===== src/inc/cpt_regs.vh =====
`ifndef CPT_REGS_VH
`define CPT_REGS_VH

// register selectors on the byte-wide access port
`define CPT_SEL_TSC 3'h0
`define CPT_SEL_CNT_HI 3'h1
`define CPT_SEL_CNT_LO 3'h2
`define CPT_SEL_MOD_HI 3'h3
`define CPT_SEL_MOD_LO 3'h4
`define CPT_SEL_CSC 3'h5
`define CPT_SEL_CV_HI 3'h6
`define CPT_SEL_CV_LO 3'h7

// timer_status_control fields
`define CPT_TSC_RST 8'h00
`define CPT_TSC_CMS_BIT 5
`define CPT_TSC_EN_BIT 3
`define CPT_TSC_RD_MASK 8'h28

// channel_status_control fields
`define CPT_CSC_RST 8'h00
`define CPT_CSC_ELA_BIT 2
`define CPT_CSC_RD_MASK 8'h04

// 16-bit value constants
`define CPT_ZERO16 16'h0000
`define CPT_ONE16 16'h0001
`define CPT_MAX16 16'hFFFF
`define CPT_SIGN_BIT 15

// byte-pair buffer state
`define CPT_BOTH_BYTES 2'h3
`define CPT_NO_BYTES 2'h0

`endif


===== src/hw/cpt_center_pwm.v =====
`timescale 1ns/1ps
`include "cpt_regs.vh"

// Notes on behaviour
// - center mode counts up to modulo, down to zero
// - compare sets width, modulo sets period
// - compare zero or negative gives 0% duty
// - positive compare above modulo gives 100% duty
// - edge mode modulo zero runs free, wraps
// - edge level select a sets output polarity
// - select clear: up match low, down high
// - modulo and compare byte writes land in buffer registers
// - status, counter, modulo, channel registers provided
// - counter write clears it; reads harmless
module cpt_center_pwm #(
   parameter CNT_W = 16
)
(
   // clock and reset
   input wire clk,
   input wire srst,
   // byte register access port
   input wire [2:0] reg_sel,
   input wire reg_wr,
   input wire [7:0] reg_wdata,
   output reg [7:0] reg_rdata,
   // pwm pin
   output wire pwm_out,
   output wire pwm_oe
);

   localparam ST_UP = 2'b01;
   localparam ST_DOWN = 2'b10;

   reg [7:0] tsc_ff;
   reg [7:0] csc_ff;
   reg [CNT_W-1:0] cnt_ff;
   reg [CNT_W-1:0] mod_ff;
   reg [CNT_W-1:0] cv_ff;
   reg [CNT_W-1:0] mod_buf_ff;
   reg [CNT_W-1:0] cv_buf_ff;
   reg [1:0] mod_seen_ff;
   reg [1:0] cv_seen_ff;
   reg [1:0] dir_ff;
   reg pwm_ff;
   reg [CNT_W-1:0] nxt_cnt;
   reg [1:0] nxt_dir;
   reg nxt_pwm;

   wire enabled = tsc_ff[`CPT_TSC_EN_BIT];
   wire center = tsc_ff[`CPT_TSC_CMS_BIT];
   wire ela = csc_ff[`CPT_CSC_ELA_BIT];
   wire cv_neg = cv_ff[`CPT_SIGN_BIT];
   wire cv_zero = (cv_ff == `CPT_ZERO16);
   wire cnt_wr = reg_wr && (reg_sel == `CPT_SEL_CNT_HI || reg_sel == `CPT_SEL_CNT_LO);

   // period boundary: counter about to restart its cycle
   wire boundary = center ? (dir_ff == ST_DOWN && cnt_ff == `CPT_ONE16)
                          : (cnt_ff == mod_ff || mod_ff == `CPT_ZERO16 && cnt_ff == `CPT_MAX16);
   wire load = enabled && boundary;

   function [CNT_W-1:0] put_byte;
      input [CNT_W-1:0] old;
      input hi;
      input [7:0] b;
      begin
         put_byte = hi ? {b, old[7:0]} : {old[CNT_W-1:8], b};
      end
   endfunction

   // counter and direction
   always @*
   begin
      nxt_cnt = cnt_ff;
      nxt_dir = dir_ff;
      if (center)
      begin
         case (dir_ff)
            ST_UP:
            begin
               if (cnt_ff >= mod_ff)
               begin
                  nxt_dir = ST_DOWN;
                  nxt_cnt = cnt_ff - `CPT_ONE16;
               end
               else
                  nxt_cnt = cnt_ff + `CPT_ONE16;
            end
            default:
            begin
               if (cnt_ff == `CPT_ZERO16)
               begin
                  nxt_dir = ST_UP;
                  nxt_cnt = cnt_ff + `CPT_ONE16;
               end
               else
                  nxt_cnt = cnt_ff - `CPT_ONE16;
            end
         endcase
      end
      else
      begin
         nxt_dir = ST_UP;
         // modulo zero lets it wrap at all ones
         if (mod_ff != `CPT_ZERO16 && cnt_ff == mod_ff)
            nxt_cnt = `CPT_ZERO16;
         else
            nxt_cnt = cnt_ff + `CPT_ONE16;
      end
   end

   // output: compare match sets level by direction and polarity
   always @*
   begin
      nxt_pwm = pwm_ff;
      if (!center)
         nxt_pwm = ela;
      else if (cv_zero || cv_neg)
         nxt_pwm = ela;
      else if (cv_ff > mod_ff)
         nxt_pwm = ~ela;
      // turnaround at modulo acts as down match, so cv equal to modulo is full width
      else if (cnt_ff == cv_ff && dir_ff == ST_UP && cnt_ff != mod_ff)
         nxt_pwm = ela;
      else if (cnt_ff == cv_ff)
         nxt_pwm = ~ela;
   end

   always @(posedge clk)
   begin
      if (srst)
      begin
         tsc_ff <= `CPT_TSC_RST;
         csc_ff <= `CPT_CSC_RST;
         cnt_ff <= `CPT_ZERO16;
         mod_ff <= `CPT_ZERO16;
         cv_ff <= `CPT_ZERO16;
         mod_buf_ff <= `CPT_ZERO16;
         cv_buf_ff <= `CPT_ZERO16;
         mod_seen_ff <= `CPT_NO_BYTES;
         cv_seen_ff <= `CPT_NO_BYTES;
         dir_ff <= ST_UP;
         pwm_ff <= 1'b0;
      end
      else
      begin
         if (reg_wr && reg_sel == `CPT_SEL_TSC)
            tsc_ff <= reg_wdata & `CPT_TSC_RD_MASK;
         if (reg_wr && reg_sel == `CPT_SEL_CSC)
            csc_ff <= reg_wdata & `CPT_CSC_RD_MASK;
         if (cnt_wr)
         begin
            cnt_ff <= `CPT_ZERO16;
            dir_ff <= ST_UP;
         end
         else if (enabled)
         begin
            cnt_ff <= nxt_cnt;
            dir_ff <= nxt_dir;
         end
         if (enabled)
            pwm_ff <= nxt_pwm;
         // modulo buffer: a load at a boundary beats a same-cycle byte write
         if (load && mod_seen_ff == `CPT_BOTH_BYTES)
         begin
            mod_ff <= mod_buf_ff;
            mod_seen_ff <= `CPT_NO_BYTES;
         end
         else if (reg_wr && reg_sel == `CPT_SEL_MOD_HI)
         begin
            mod_buf_ff <= put_byte(mod_buf_ff, 1'b1, reg_wdata);
            mod_seen_ff <= mod_seen_ff | 2'b10;
         end
         else if (reg_wr && reg_sel == `CPT_SEL_MOD_LO)
         begin
            mod_buf_ff <= put_byte(mod_buf_ff, 1'b0, reg_wdata);
            mod_seen_ff <= mod_seen_ff | 2'b01;
         end
         else if (!enabled && mod_seen_ff == `CPT_BOTH_BYTES)
         begin
            // stopped timer has no boundary, so load at once
            mod_ff <= mod_buf_ff;
            mod_seen_ff <= `CPT_NO_BYTES;
         end
         if (load && cv_seen_ff == `CPT_BOTH_BYTES)
         begin
            cv_ff <= cv_buf_ff;
            cv_seen_ff <= `CPT_NO_BYTES;
         end
         else if (reg_wr && reg_sel == `CPT_SEL_CV_HI)
         begin
            cv_buf_ff <= put_byte(cv_buf_ff, 1'b1, reg_wdata);
            cv_seen_ff <= cv_seen_ff | 2'b10;
         end
         else if (reg_wr && reg_sel == `CPT_SEL_CV_LO)
         begin
            cv_buf_ff <= put_byte(cv_buf_ff, 1'b0, reg_wdata);
            cv_seen_ff <= cv_seen_ff | 2'b01;
         end
         else if (!enabled && cv_seen_ff == `CPT_BOTH_BYTES)
         begin
            cv_ff <= cv_buf_ff;
            cv_seen_ff <= `CPT_NO_BYTES;
         end
      end
   end

   // read mux; reading never touches the counter
   always @*
   begin
      if (reg_sel == `CPT_SEL_TSC)
         reg_rdata = tsc_ff;
      else if (reg_sel == `CPT_SEL_CNT_HI)
         reg_rdata = cnt_ff[15:8];
      else if (reg_sel == `CPT_SEL_CNT_LO)
         reg_rdata = cnt_ff[7:0];
      else if (reg_sel == `CPT_SEL_MOD_HI)
         reg_rdata = mod_ff[15:8];
      else if (reg_sel == `CPT_SEL_MOD_LO)
         reg_rdata = mod_ff[7:0];
      else if (reg_sel == `CPT_SEL_CSC)
         reg_rdata = csc_ff;
      else if (reg_sel == `CPT_SEL_CV_HI)
         reg_rdata = cv_ff[15:8];
      else
         reg_rdata = cv_ff[7:0];
   end

   assign pwm_out = pwm_ff;
   // pin driven only while the timer runs in center mode
   assign pwm_oe = enabled && center;

endmodule


===== config.mk =====
export PLATFORM = sky130hd
export DESIGN_NAME = cpt_center_pwm
export DESIGN_NICKNAME = d
export VERILOG_FILES = /design/src/hw/cpt_center_pwm.v
export VERILOG_INCLUDE_DIRS = /design/src /design/src/inc
export SDC_FILE = /design/constraint.sdc
export NUM_CORES = 1
export LEC_CHECK = 0
export BUFFER_PORTS_ARGS = -buffer_cell sky130_fd_sc_hd__buf_2
export CELL_PAD_IN_SITES_DETAIL_PLACEMENT = 1
export CELL_PAD_IN_SITES_GLOBAL_PLACEMENT = 1
export CORE_MARGIN = 8
export CORE_UTILIZATION = 43
export CTS_CLUSTER_DIAMETER = 80
export DETAILED_ROUTE_END_ITERATION = 10
export PLACE_DENSITY_LB_ADDON = 0.1
export SLEW_MARGIN = 10
export SYNTH_ARGS = -nofsm -noshare
export SYNTH_HDL_FRONTEND = slang
export SYNTH_SLANG_ARGS = --single-unit

===== constraint.sdc =====
create_clock -name clk -period 3.6 [get_ports clk]
set_input_delay 1.08 -clock clk [delete_from_list [all_inputs] [get_ports clk]]
set_output_delay 1.08 -clock clk [all_outputs]
set_load 0.03 [all_outputs]

==> flow_metrics.py, run 1 <==
metrics = {
    "sta": {
        "slew_headroom_pct": 46.2,
        "skew_ps": 8.92,
        "hold_violations": 0,
        "report.final.slew_viol_count": 0,
        "whs_ps": 478,
        "post-route-period-util_pct": 98.7,
        "min_period_ps": 3550,
        "fin_setup_tns_ps": 0,
        "tightest_slew_ps": 805,
        "setup_violations": 0,
        "rsz0062_at_grt": "yes",
        "clock.fmax_ghz": 0.281,
    },
    "cts": {
        "clock_latency_ps": 360,
        "cts_tree": "done",
        "clock-sinks": 90,
        "cts_buffers": 9,
        "cts_hold_buf": 0,
        "clockBufferDepth": 2,
        "post_cts_buffers": 0,
        "clkTransAtPathRegs_ps": 60,
        "clockRootBuffer": "clkbuf_16",
        "cts_max_level": 3,
    },
    "layout": {
        "final_area_um2": 6760,
        "final_cells": 928,
        "areaGrowthSynthToFinish_pct": 14.1,
        "finalCoreUtilization_pct": 49.5,
        "drive_gt1_share_pct": 15.2,
        "layout.nets": 792,
        "num-fill-cells": 1638,
        "antenna_cells": 0,
    },
    "grt": {
        "antenna_found_initial": 1,
        "grt_pass1_wl_um": 33400,
        "grt_start_max_net_pins": 74,
        "grt_pass1_vias": 5970,
        "overflow": 0,
        "grt_usage_pct": 23.9,
    },
    "drt": {
        "num_vias": 5758,
        "drc": 0,
        "first_pass_iters": 4,
        "drt-total-wl_um": 21200,
        "ant_nets": 0,
        "drt-initial-drc-count": 455,
        "post_drt_wl_per_cell_um": 22.8,
        "via_per_inst": 6.20,
    },
    "logic_synthesis": {
        "ys_async_sr_fraction_pct": 0,
        "syn_area_per_cell_um2": 8.32,
        "synth_edf_count": 0,
        "synth_top_cell_area_share_pct": 30.4,
        "synth_seq_cells": 90,
        "syn-instance-count": 712,
        "yosysSeqAreaShare_pct": 30.4,
        "ys.flop_type": "dfxtp_1",
        "synth_area_leader_cell": "dfxtp_1",
        "synth_area_leaders": "dfxtp_1 (30%), mux2i_1 (12%), ha_1 (7.4%)",
        "yosysWarnings": 0,
        "syn_nets": 761,
        "syn_area_um2": 5920,
        "yosys-top-cells-count": "nor2_1 (102), dfxtp_1 (90), mux2i_1 (71)",
        "ys_types": 68,
        "yosysMostFrequentCell": "nor2_1",
    },
    "run_status": {
        "outcome": "finished, final reports clean",
    },
    "power": {
        "ir_drop_mv": 0.276,
        "power_density_nw_per_um2": 338,
        "p_leak_nw": 2.81,
    },
    "placement": {
        "gp_congestion": 0.910,
        "dp_cells": 912,
        "dpl_cell_area_um2": 6390,
        "hpwlAfterDp_um": 16300,
        "port_buffers": 23,
    },
    "floorplan": {
        "die_h_um": 133,
        "start_util_pct": 43.3,
        "rows": 43,
        "boundaryPins": 24,
        "die_area_um2": 17800,
        "coreArea_um2": 13700,
        "die_w_um": 133,
    },
    "worst_setup_path": {
        "critPathBufInv": 3,
        "slowest_delay_ps": 230,
        "critical_path_required_ps": 2520,
        "critPathMaxFanout": 10,
        "end_kind": "output port",
        "crit_path_top_delay_cell": "a22o_1",
        "crit_chain": "buf_4 > buf_4 > o21a_1 > o32ai_2 > a21oi_2 > nand2_2 > o21ai_0 > o2bb2ai_1 > a22o_1 > buf_4",
        "crit_path_frequent_cell": "buf_4",
        "startpoint_type": "input port",
        "critPathTopFamily": "compound AO/OA/AOI/OAI gates",
        "arrival_ps": 2470,
        "crit_type": "in -> out",
    },
    "hold_path": {
        "worstHoldPathType": "reg -> reg",
    },
    "run": {
        "maxCapViolations": 0,
    },
}
==> worst paths after layout <==
kind / endpoint / cells past startpoint / start / slack, ps
min: cv_seen_ff[1] / 1 / cv_seen_ff[0] / 480
max reg2reg: cnt_ff[12] / 10 / mod_ff[15] / 340
min reg2reg: cv_seen_ff[1] / 1 / cv_seen_ff[0] / 480
max: reg_rdata[2] / 10 / reg_sel[1] / 50
==> metrics by stage <==
step	setup WS, ps	total power, mW
CTS	1.48	2.30
global route	-42.2	2.37
floorplan	24.4	1.20
finish	46.4	2.28
detailed placement	-78.9	1.29
global placement	-8.55	1.28
==> flip-flops by register name, summed over array words and instances (netlist names) <==
signal / cells
cnt_ff: 16
cv_seen_ff: 2
mod_seen_ff: 2
cv_buf_ff: 16
cv_ff: 16
pwm_out: 1
tsc_ff: 2
mod_buf_ff: 16
mod_ff: 16
csc_ff: 1
dir_ff: 2
==> cells in the final DEF (no fill, tap or decap), drive strengths merged, types with 4 or more instances in the layout <==
cell type / count
nor4: 16
or3: 5
a211o: 4
inv: 34
a31oi: 9
xnor2: 17
ha: 35
nor3: 19
nor2: 102
a21o: 14
o21ai: 47
or4: 8
nand3: 17
a221oi: 6
nand2: 39
nand4: 16
a211oi: 6
buf: 63
nand2b: 8
nor2b: 6
clkbuf: 10
dfxtp: 90
mux2i: 71
o2111ai: 5
and3: 11
a21oi: 29
o22ai: 5
==> area by class of cell <==
cell class / instances / area (um2) / share of cell area (%)
Multi-Input combinational cell: 546 / 3860 / 57.1
Clock inverter: 7 / 87.6 / 1.30
Inverter: 32 / 120 / 1.78
Sequential cell: 90 / 1800 / 26.7
Timing Repair Buffer: 64 / 439 / 6.50
Clock buffer: 9 / 225 / 3.33
Tap cell: 180 / 225 / 3.33
==> kinds of logic (layout without fill, tap and decap cells) <==
family / count (synthesis) / in the layout / synth area share, %
flops: 90 / 90 / 30.4
simple gates: 260 / 260 / 21.9
compound gates: 159 / 159 / 19.1
xor+xnor: 18 / 18 / 2.66
buf+inv: 76 / 112 / 5.75
fa+ha+maj: 35 / 35 / 7.39
mux: 74 / 74 / 12.8
==> report_power, final <==
group          switching [mW]  internal, mW  total (mW)
clock network           0.459         0.552        1.01
logic                   0.161        0.0920       0.253
registers              0.0134          1.01        1.02
==> metal layers <==
metal / global-route usage, % / routed length, um / vias to the layer above
met4: 13.4 / 904 / 2
met2: 40.5 / 10300 / 174
li1: - / - / 2662
met3: 4.48 / 1150 / 58
met1: 27.9 / 8770 / 2862
met5: 0 / 13 / -
==> repair_timing <==
action | in CTS | in global routing
pin swaps | 1 | 2
endpoints found under the setup margin | 3 | 4
cloned | 0 | 0
gates resized for setup | 6 | 8
Note: power is estimated with default switching activity, not from simulation.
==> run 2, diff against run 1 <==
Settings changed: ABC_AREA set to 1, CORE_UTILIZATION 43 to 40, GPL_TIMING_DRIVEN set to 0.
==> flow_metrics.py, run 2 <==
metrics = {
    "grt": {
        "grt_pass1_wl_um": 37300,
        "overflow": 0,
        "grt_usage_pct": 24.1,
        "grt_start_max_net_pins": 17,
        "antenna_found_initial": 0,
        "grt_pass1_vias": 6638,
    },
    "floorplan": {
        "die_area_um2": 20100,
        "die_h_um": 142,
        "coreArea_um2": 15700,
        "rows": 46,
        "die_w_um": 142,
        "boundaryPins": 24,
        "start_util_pct": 40.4,
    },
    "layout": {
        "layout.nets": 1080,
        "layout_commonest_cell": "nand2_1",
        "areaGrowthSynthToFinish_pct": 14.6,
        "mostFrequentLayoutCells": "nand2_1 (228), nor2_1 (115), a21oi_1 (106)",
        "drive_gt1_share_pct": 12.2,
        "antenna_cells": 0,
    },
    "logic_synthesis": {
        "synth_area_leaders": "dfxtp_1 (28%), nand2_1 (14%), a21oi_1 (8.9%)",
        "syn_nets": 1041,
        "syn_area_per_cell_um2": 6.38,
        "synth_area_leader_cell": "dfxtp_1",
        "synthMuxAreaShare_pct": 0,
        "synth_xor_area_share_pct": 3.60,
        "ys_async_sr_fraction_pct": 0,
        "synth-compound-area-share_pct": 15.3,
        "yosysSeqAreaShare_pct": 28.5,
        "synth_top_family_by_area": "simple AND/OR/NAND/NOR gates",
        "yosysMostFrequentCell": "nand2_1",
        "yosysWarnings": 0,
        "ys_types": 38,
        "ys.flop_type": "dfxtp_1",
        "yosys.area_share.simple_pct": 34.6,
        "synth_top_cell_area_share_pct": 28.5,
        "syn_area_um2": 6330,
        "yosys-top-cells-count": "nand2_1 (231), nor2_1 (119), a21oi_1 (112)",
        "synth_seq_cells": 90,
        "synthAdderAreaFrac_pct": 6.92,
        "syn-instance-count": 992,
        "synth_edf_count": 0,
    },
    "cts": {
        "cts_buffers": 9,
        "clockBufferDepth": 2,
        "cts_max_level": 3,
        "clock_latency_ps": 360,
        "clockRootBuffer": "clkbuf_16",
        "cts_tree": "done",
        "clkTransAtPathRegs_ps": 70,
        "clock-sinks": 90,
    },
    "worst_setup_path": {
        "startpoint_type": "input port",
        "r2r_cells": 12,
        "critical_path_required_ps": 2520,
        "reg2reg_setup_slack_ps": 780,
        "regToRegStartpoint": "cnt_ff[1]",
        "arrival_ps": 2480,
        "cp-startpoint": "reg_sel[0]",
        "critPathMaxFanout": 5,
        "end_kind": "output port",
        "timing.rr.end": "mod_ff[8]",
        "crit_type": "in -> out",
    },
    "sta": {
        "rsz0062_at_grt": "yes",
        "slew_headroom_pct": 28.8,
        "hold_violations": 0,
        "min_period_ps": 3560,
        "post-route-period-util_pct": 98.8,
        "skew_ps": 10.4,
        "setup_violations": 0,
        "report.final.slew_viol_count": 0,
        "tightest_slew_ps": 1070,
        "whs_ps": 478,
        "clock.fmax_ghz": 0.281,
    },
    "drt": {
        "post_drt_wl_per_cell_um": 19.1,
        "drt-initial-drc-count": 364,
        "drc": 0,
        "drt-total-wl_um": 23900,
        "num_vias": 6701,
        "via_per_inst": 5.35,
        "first_pass_iters": 5,
        "ant_nets": 0,
    },
    "power": {
        "p_leak_nw": 3.64,
        "ir_drop_mv": 0.251,
        "p_total_mw": 2.43,
        "seq_power_share_pct": 42.6,
        "clkPwrFrac_pct": 41.3,
        "power_density_nw_per_um2": 334,
        "swShare_pct": 30.2,
        "switching_power_uw": 734,
        "p_int_mw": 1.69,
        "comb_power_share_pct": 16.1,
    },
    "placement": {
        "hpwlAfterDp_um": 18500,
        "gp_congestion": 0.925,
        "port_buffers": 22,
    },
    "run": {
        "maxCapViolations": 0,
    },
    "hold_path": {
        "min_to": "dir_ff[1]",
        "holdPathStages": 2,
        "worstHoldPathType": "reg -> reg",
        "hp-start": "dir_ff[1]",
    },
    "run_status": {
        "outcome": "finished, final reports clean",
    },
}
==> run 2: changes by cell type after synthesis, moves of 11 or more <==
cell / delta
a21o_1: -11
nor2_1: +17
xnor2_1: -15
and3_1: -11
buf_2: +13
nand3_1: +79
xor2_1: +23
inv_1: +67
nor4_1: -14
nor3_1: -12
a21oi_1: +84
mux2i_1: -71
nand2_1: +193
nand3_2: +11
==> run 2: how the worst max path moves through the flow <==
stage | end | slack (ps) | cells after the start
after floorplan | reg_rdata[1] | 40 | 10
after global placement | reg_rdata[2] | -310 | 12
after detailed placement | reg_rdata[2] | -360 | 12
after CTS | reg_rdata[4] | 0.6 | 12
after global routing | reg_rdata[2] | -60 | 12
final | reg_rdata[2] | 40 | 12
==> run 2: logic make-up (layout without fill, tap and decap cells) <==
kind of cell             Yosys count  after routing
AO/OA/AOI/OAI                    179            179
XOR/XNOR                          26             26
adder cells (fa/ha/maj)           35             35
buffers and inverters            164            208
flip-flops                        90             90
AND/OR/NAND/NOR                  498            498
==> run 2: critical path: stages <==
cell	delay, ps
buf_12	110
clkinv_8	50
nand3_4	100
buf_8	150
o21ai_2	120
nand2_1	60
o211ai_1	90
o21ai_1	100
o21ai_1	160
nand2_1	80
a21oi_2	200
buf_6	160
==> run 2: what timing repair did <==
item / in CTS / in global routing
hold buffers: 0 / 0
gates resized for setup: 36 / 35
endpoints found under the setup margin: 8 / 8
pin swaps: 7 / 11
gates cloned: 1 / 0
setup buffers: 4 / 1
==> run 2: power groups by stage <==
stage,combinational [mW],sequential [mW],clock (mW)
floorplan,0.246,1.05,0
global placement,0.351,1.06,0
detailed placement,0.357,1.06,0
CTS,0.375,1.03,1.02
global route,0.428,1.03,1.06
finish,0.391,1.03,1.00
==> run 2: final cells by class <==
type	count	area (um2)
Fill cell	2148	8400
Multi-Input combinational cell	738	3920
Sequential cell	90	1800
Inverter	109	422
Buffer	55	328
Tap cell	216	270
Clock buffer	10	229
Timing Repair Buffer	28	208
Clock inverter	6	75.1
==> run 2: stage by stage <==
step                setup slack, ps  utilization [%]  setup TNS, ps  area (um2)  std cells
floorplan                      42.6                -              0        6340        992
global placement               -313             42.9          -1870        6720       1230
detailed placement             -359             42.9          -2000        6720       1230
CTS                           0.604             45.7              0        7150       1251
global route                  -62.2             46.3           -118        7250       1252
finish                         43.6             46.3              0        7250       1252
==> run 2: routing by layer <==
metal	up-vias	part of all wire (%)	track usage, %
met3	39	3.9	3.49
met5	-	0	0
met2	153	47	40.3
met4	0	3.1	8.71
li1	3338	-	-
met1	3171	46	30.8
==> run 3, diff against run 2 <==
Settings changed: HOLD_SLACK_MARGIN set to 0.12, SETUP_SLACK_MARGIN set to 0.5.
==> flow_metrics.py, run 3 (same netlist as run 2, synthesis figures left out) <==
metrics = {
    "run_status": {
        "outcome": "finished, final reports clean",
    },
    "worst_setup_path": {
        "critPathTopFamily": "buffers and inverters",
        "end_kind": "output port",
        "critPathMaxFanout": 5,
        "critical_path_required_ps": 2520,
        "timing.rr.end": "mod_ff[2]",
        "critPathBufInv": 5,
        "crit_type": "in -> out",
        "reg2reg_setup_slack_ps": 790,
        "arrival_ps": 2460,
        "regToRegStartpoint": "cnt_ff[1]",
        "crit_path_top_delay_cell": "buf_8",
        "crit_chain": "buf_12 > clkinv_8 > nand3_4 > buf_8 > buf_4 > nand2_2 > o21ai_2 > o221ai_2 > o21ai_1 > nand2_1 > o21ai_2 > a21oi_2 > buf_6",
        "startpoint_type": "input port",
        "crit_path_frequent_cell": "o21ai_2",
        "r2r_cells": 12,
        "slowest_delay_ps": 160,
    },
    "sta": {
        "fin_setup_tns_ps": 0,
        "report.final.slew_viol_count": 0,
        "hold_violations": 0,
        "post-route-period-util_pct": 98.3,
        "skew_ps": 16.1,
        "tightest_slew_ps": 895,
        "setup_violations": 0,
        "worst_slack_ps": 60.3,
        "whs_ps": 487,
        "min_period_ps": 3540,
        "slew_headroom_pct": 40.3,
        "rsz0062_at_grt": "yes",
        "clock.fmax_ghz": 0.283,
    },
    "layout": {
        "final_area_um2": 7480,
        "areaGrowthSynthToFinish_pct": 18.1,
        "drive_gt1_share_pct": 15.0,
        "final_cells": 1263,
        "mostFrequentLayoutCells": "nand2_1 (219), nor2_1 (115), a21oi_1 (104)",
        "layout.nets": 1091,
        "antenna_cells": 0,
        "finalCoreUtilization_pct": 47.8,
        "layout_commonest_cell": "nand2_1",
    },
    "placement": {
        "gp_congestion": 0.887,
        "dp_cells": 1230,
        "hpwlAfterDp_um": 18600,
        "dpl_cell_area_um2": 6820,
        "pre_cts_ws_ps": -127,
        "port_buffers": 22,
    },
    "drt": {
        "num_vias": 6712,
        "post_drt_wl_per_cell_um": 18.9,
        "drt-total-wl_um": 23800,
        "drt-initial-drc-count": 318,
        "first_pass_iters": 6,
        "ant_nets": 0,
        "via_per_inst": 5.31,
        "drc": 0,
    },
    "hold_path": {
        "worstHoldPathType": "reg -> reg",
        "holdPathStages": 2,
        "hp-start": "mod_seen_ff[1]",
        "min_to": "mod_seen_ff[1]",
    },
    "power": {
        "clkPwrFrac_pct": 40.2,
        "p_int_mw": 1.66,
        "seq_power_share_pct": 42.6,
        "comb_power_share_pct": 17.2,
        "swShare_pct": 31.7,
        "power_density_nw_per_um2": 324,
        "p_total_mw": 2.42,
        "ir_drop_mv": 0.231,
        "switching_power_uw": 768,
        "p_leak_nw": 3.73,
    },
    "grt": {
        "grt_pass1_vias": 6918,
        "overflow": 0,
        "grt_pass1_wl_um": 38100,
        "grt_start_max_net_pins": 20,
        "grt_usage_pct": 24.5,
        "antenna_found_initial": 0,
    },
    "cts": {
        "clockBufferDepth": 2,
        "cts_tree": "done",
        "cts_max_level": 3,
        "cts_buffers": 9,
        "clkTransAtPathRegs_ps": 70,
        "clockRootBuffer": "clkbuf_16",
        "cts_hold_buf": 0,
        "clock-sinks": 90,
        "clock_latency_ps": 360,
    },
    "floorplan": {
        "boundaryPins": 24,
        "die_area_um2": 20100,
        "start_util_pct": 40.4,
        "die_w_um": 142,
        "die_h_um": 142,
        "rows": 46,
        "coreArea_um2": 15700,
    },
    "run": {
        "maxCapViolations": 0,
    },
}
==> run 3: worst max-delay path by stage <==
stage	from	to	slack, ps	depth (start not counted)
floorplan	reg_sel[2]	reg_rdata[0]	330	9
global placement	reg_sel[1]	reg_rdata[4]	-130	11
detailed placement	reg_sel[1]	reg_rdata[4]	-130	11
CTS	reg_sel[0]	reg_rdata[2]	110	12
global route	reg_sel[0]	reg_rdata[2]	-40	12
finish	reg_sel[0]	reg_rdata[0]	60	13
==> run 3: layer usage <==
layer | routed length, um | track usage, %
met1 | 10700 | 29.6
met5 | 0 | 0
met4 | 737 | 9.04
met2 | 11500 | 42.3
met3 | 858 | 4.54
==> run 3: final cells by class <==
cell class	count	area, um2
Buffer	55	349
Clock buffer	9	225
Clock inverter	7	80.1
Fill cell	2147	8180
Inverter	109	427
Multi-Input combinational cell	738	4000
Sequential cell	90	1800
Tap cell	216	270
Timing Repair Buffer	39	325
==> run 3: worst reg2reg max path: cells and delay by family, from the launching register on <==
kind / cells / cell delay [ps]
buffers and inverters: 3 / 460
DFF: 1 / 580
and+or+nand+nor: 6 / 860
AOI/OAI and AO/OA: 2 / 480
adders and majority gates: 1 / 290
==> run 3: timing repair <==
action	4_1_cts	5_1_grt
hold endpoints to repair	0	0
pin swaps	21	11
gates resized for setup	53	15
endpoints found under the setup margin	8	8
buffers inserted	8	8
cloned	1	0
==> run 3: power by group through the flow <==
stage	logic, mW	registers [mW]	clock network [mW]
after CTS	0.404	1.03	0.996
after global routing	0.457	1.04	1.04
final	0.417	1.03	0.974
after detailed placement	0.370	1.06	0
after global placement	0.365	1.06	0
after floorplan	0.259	1.05	0
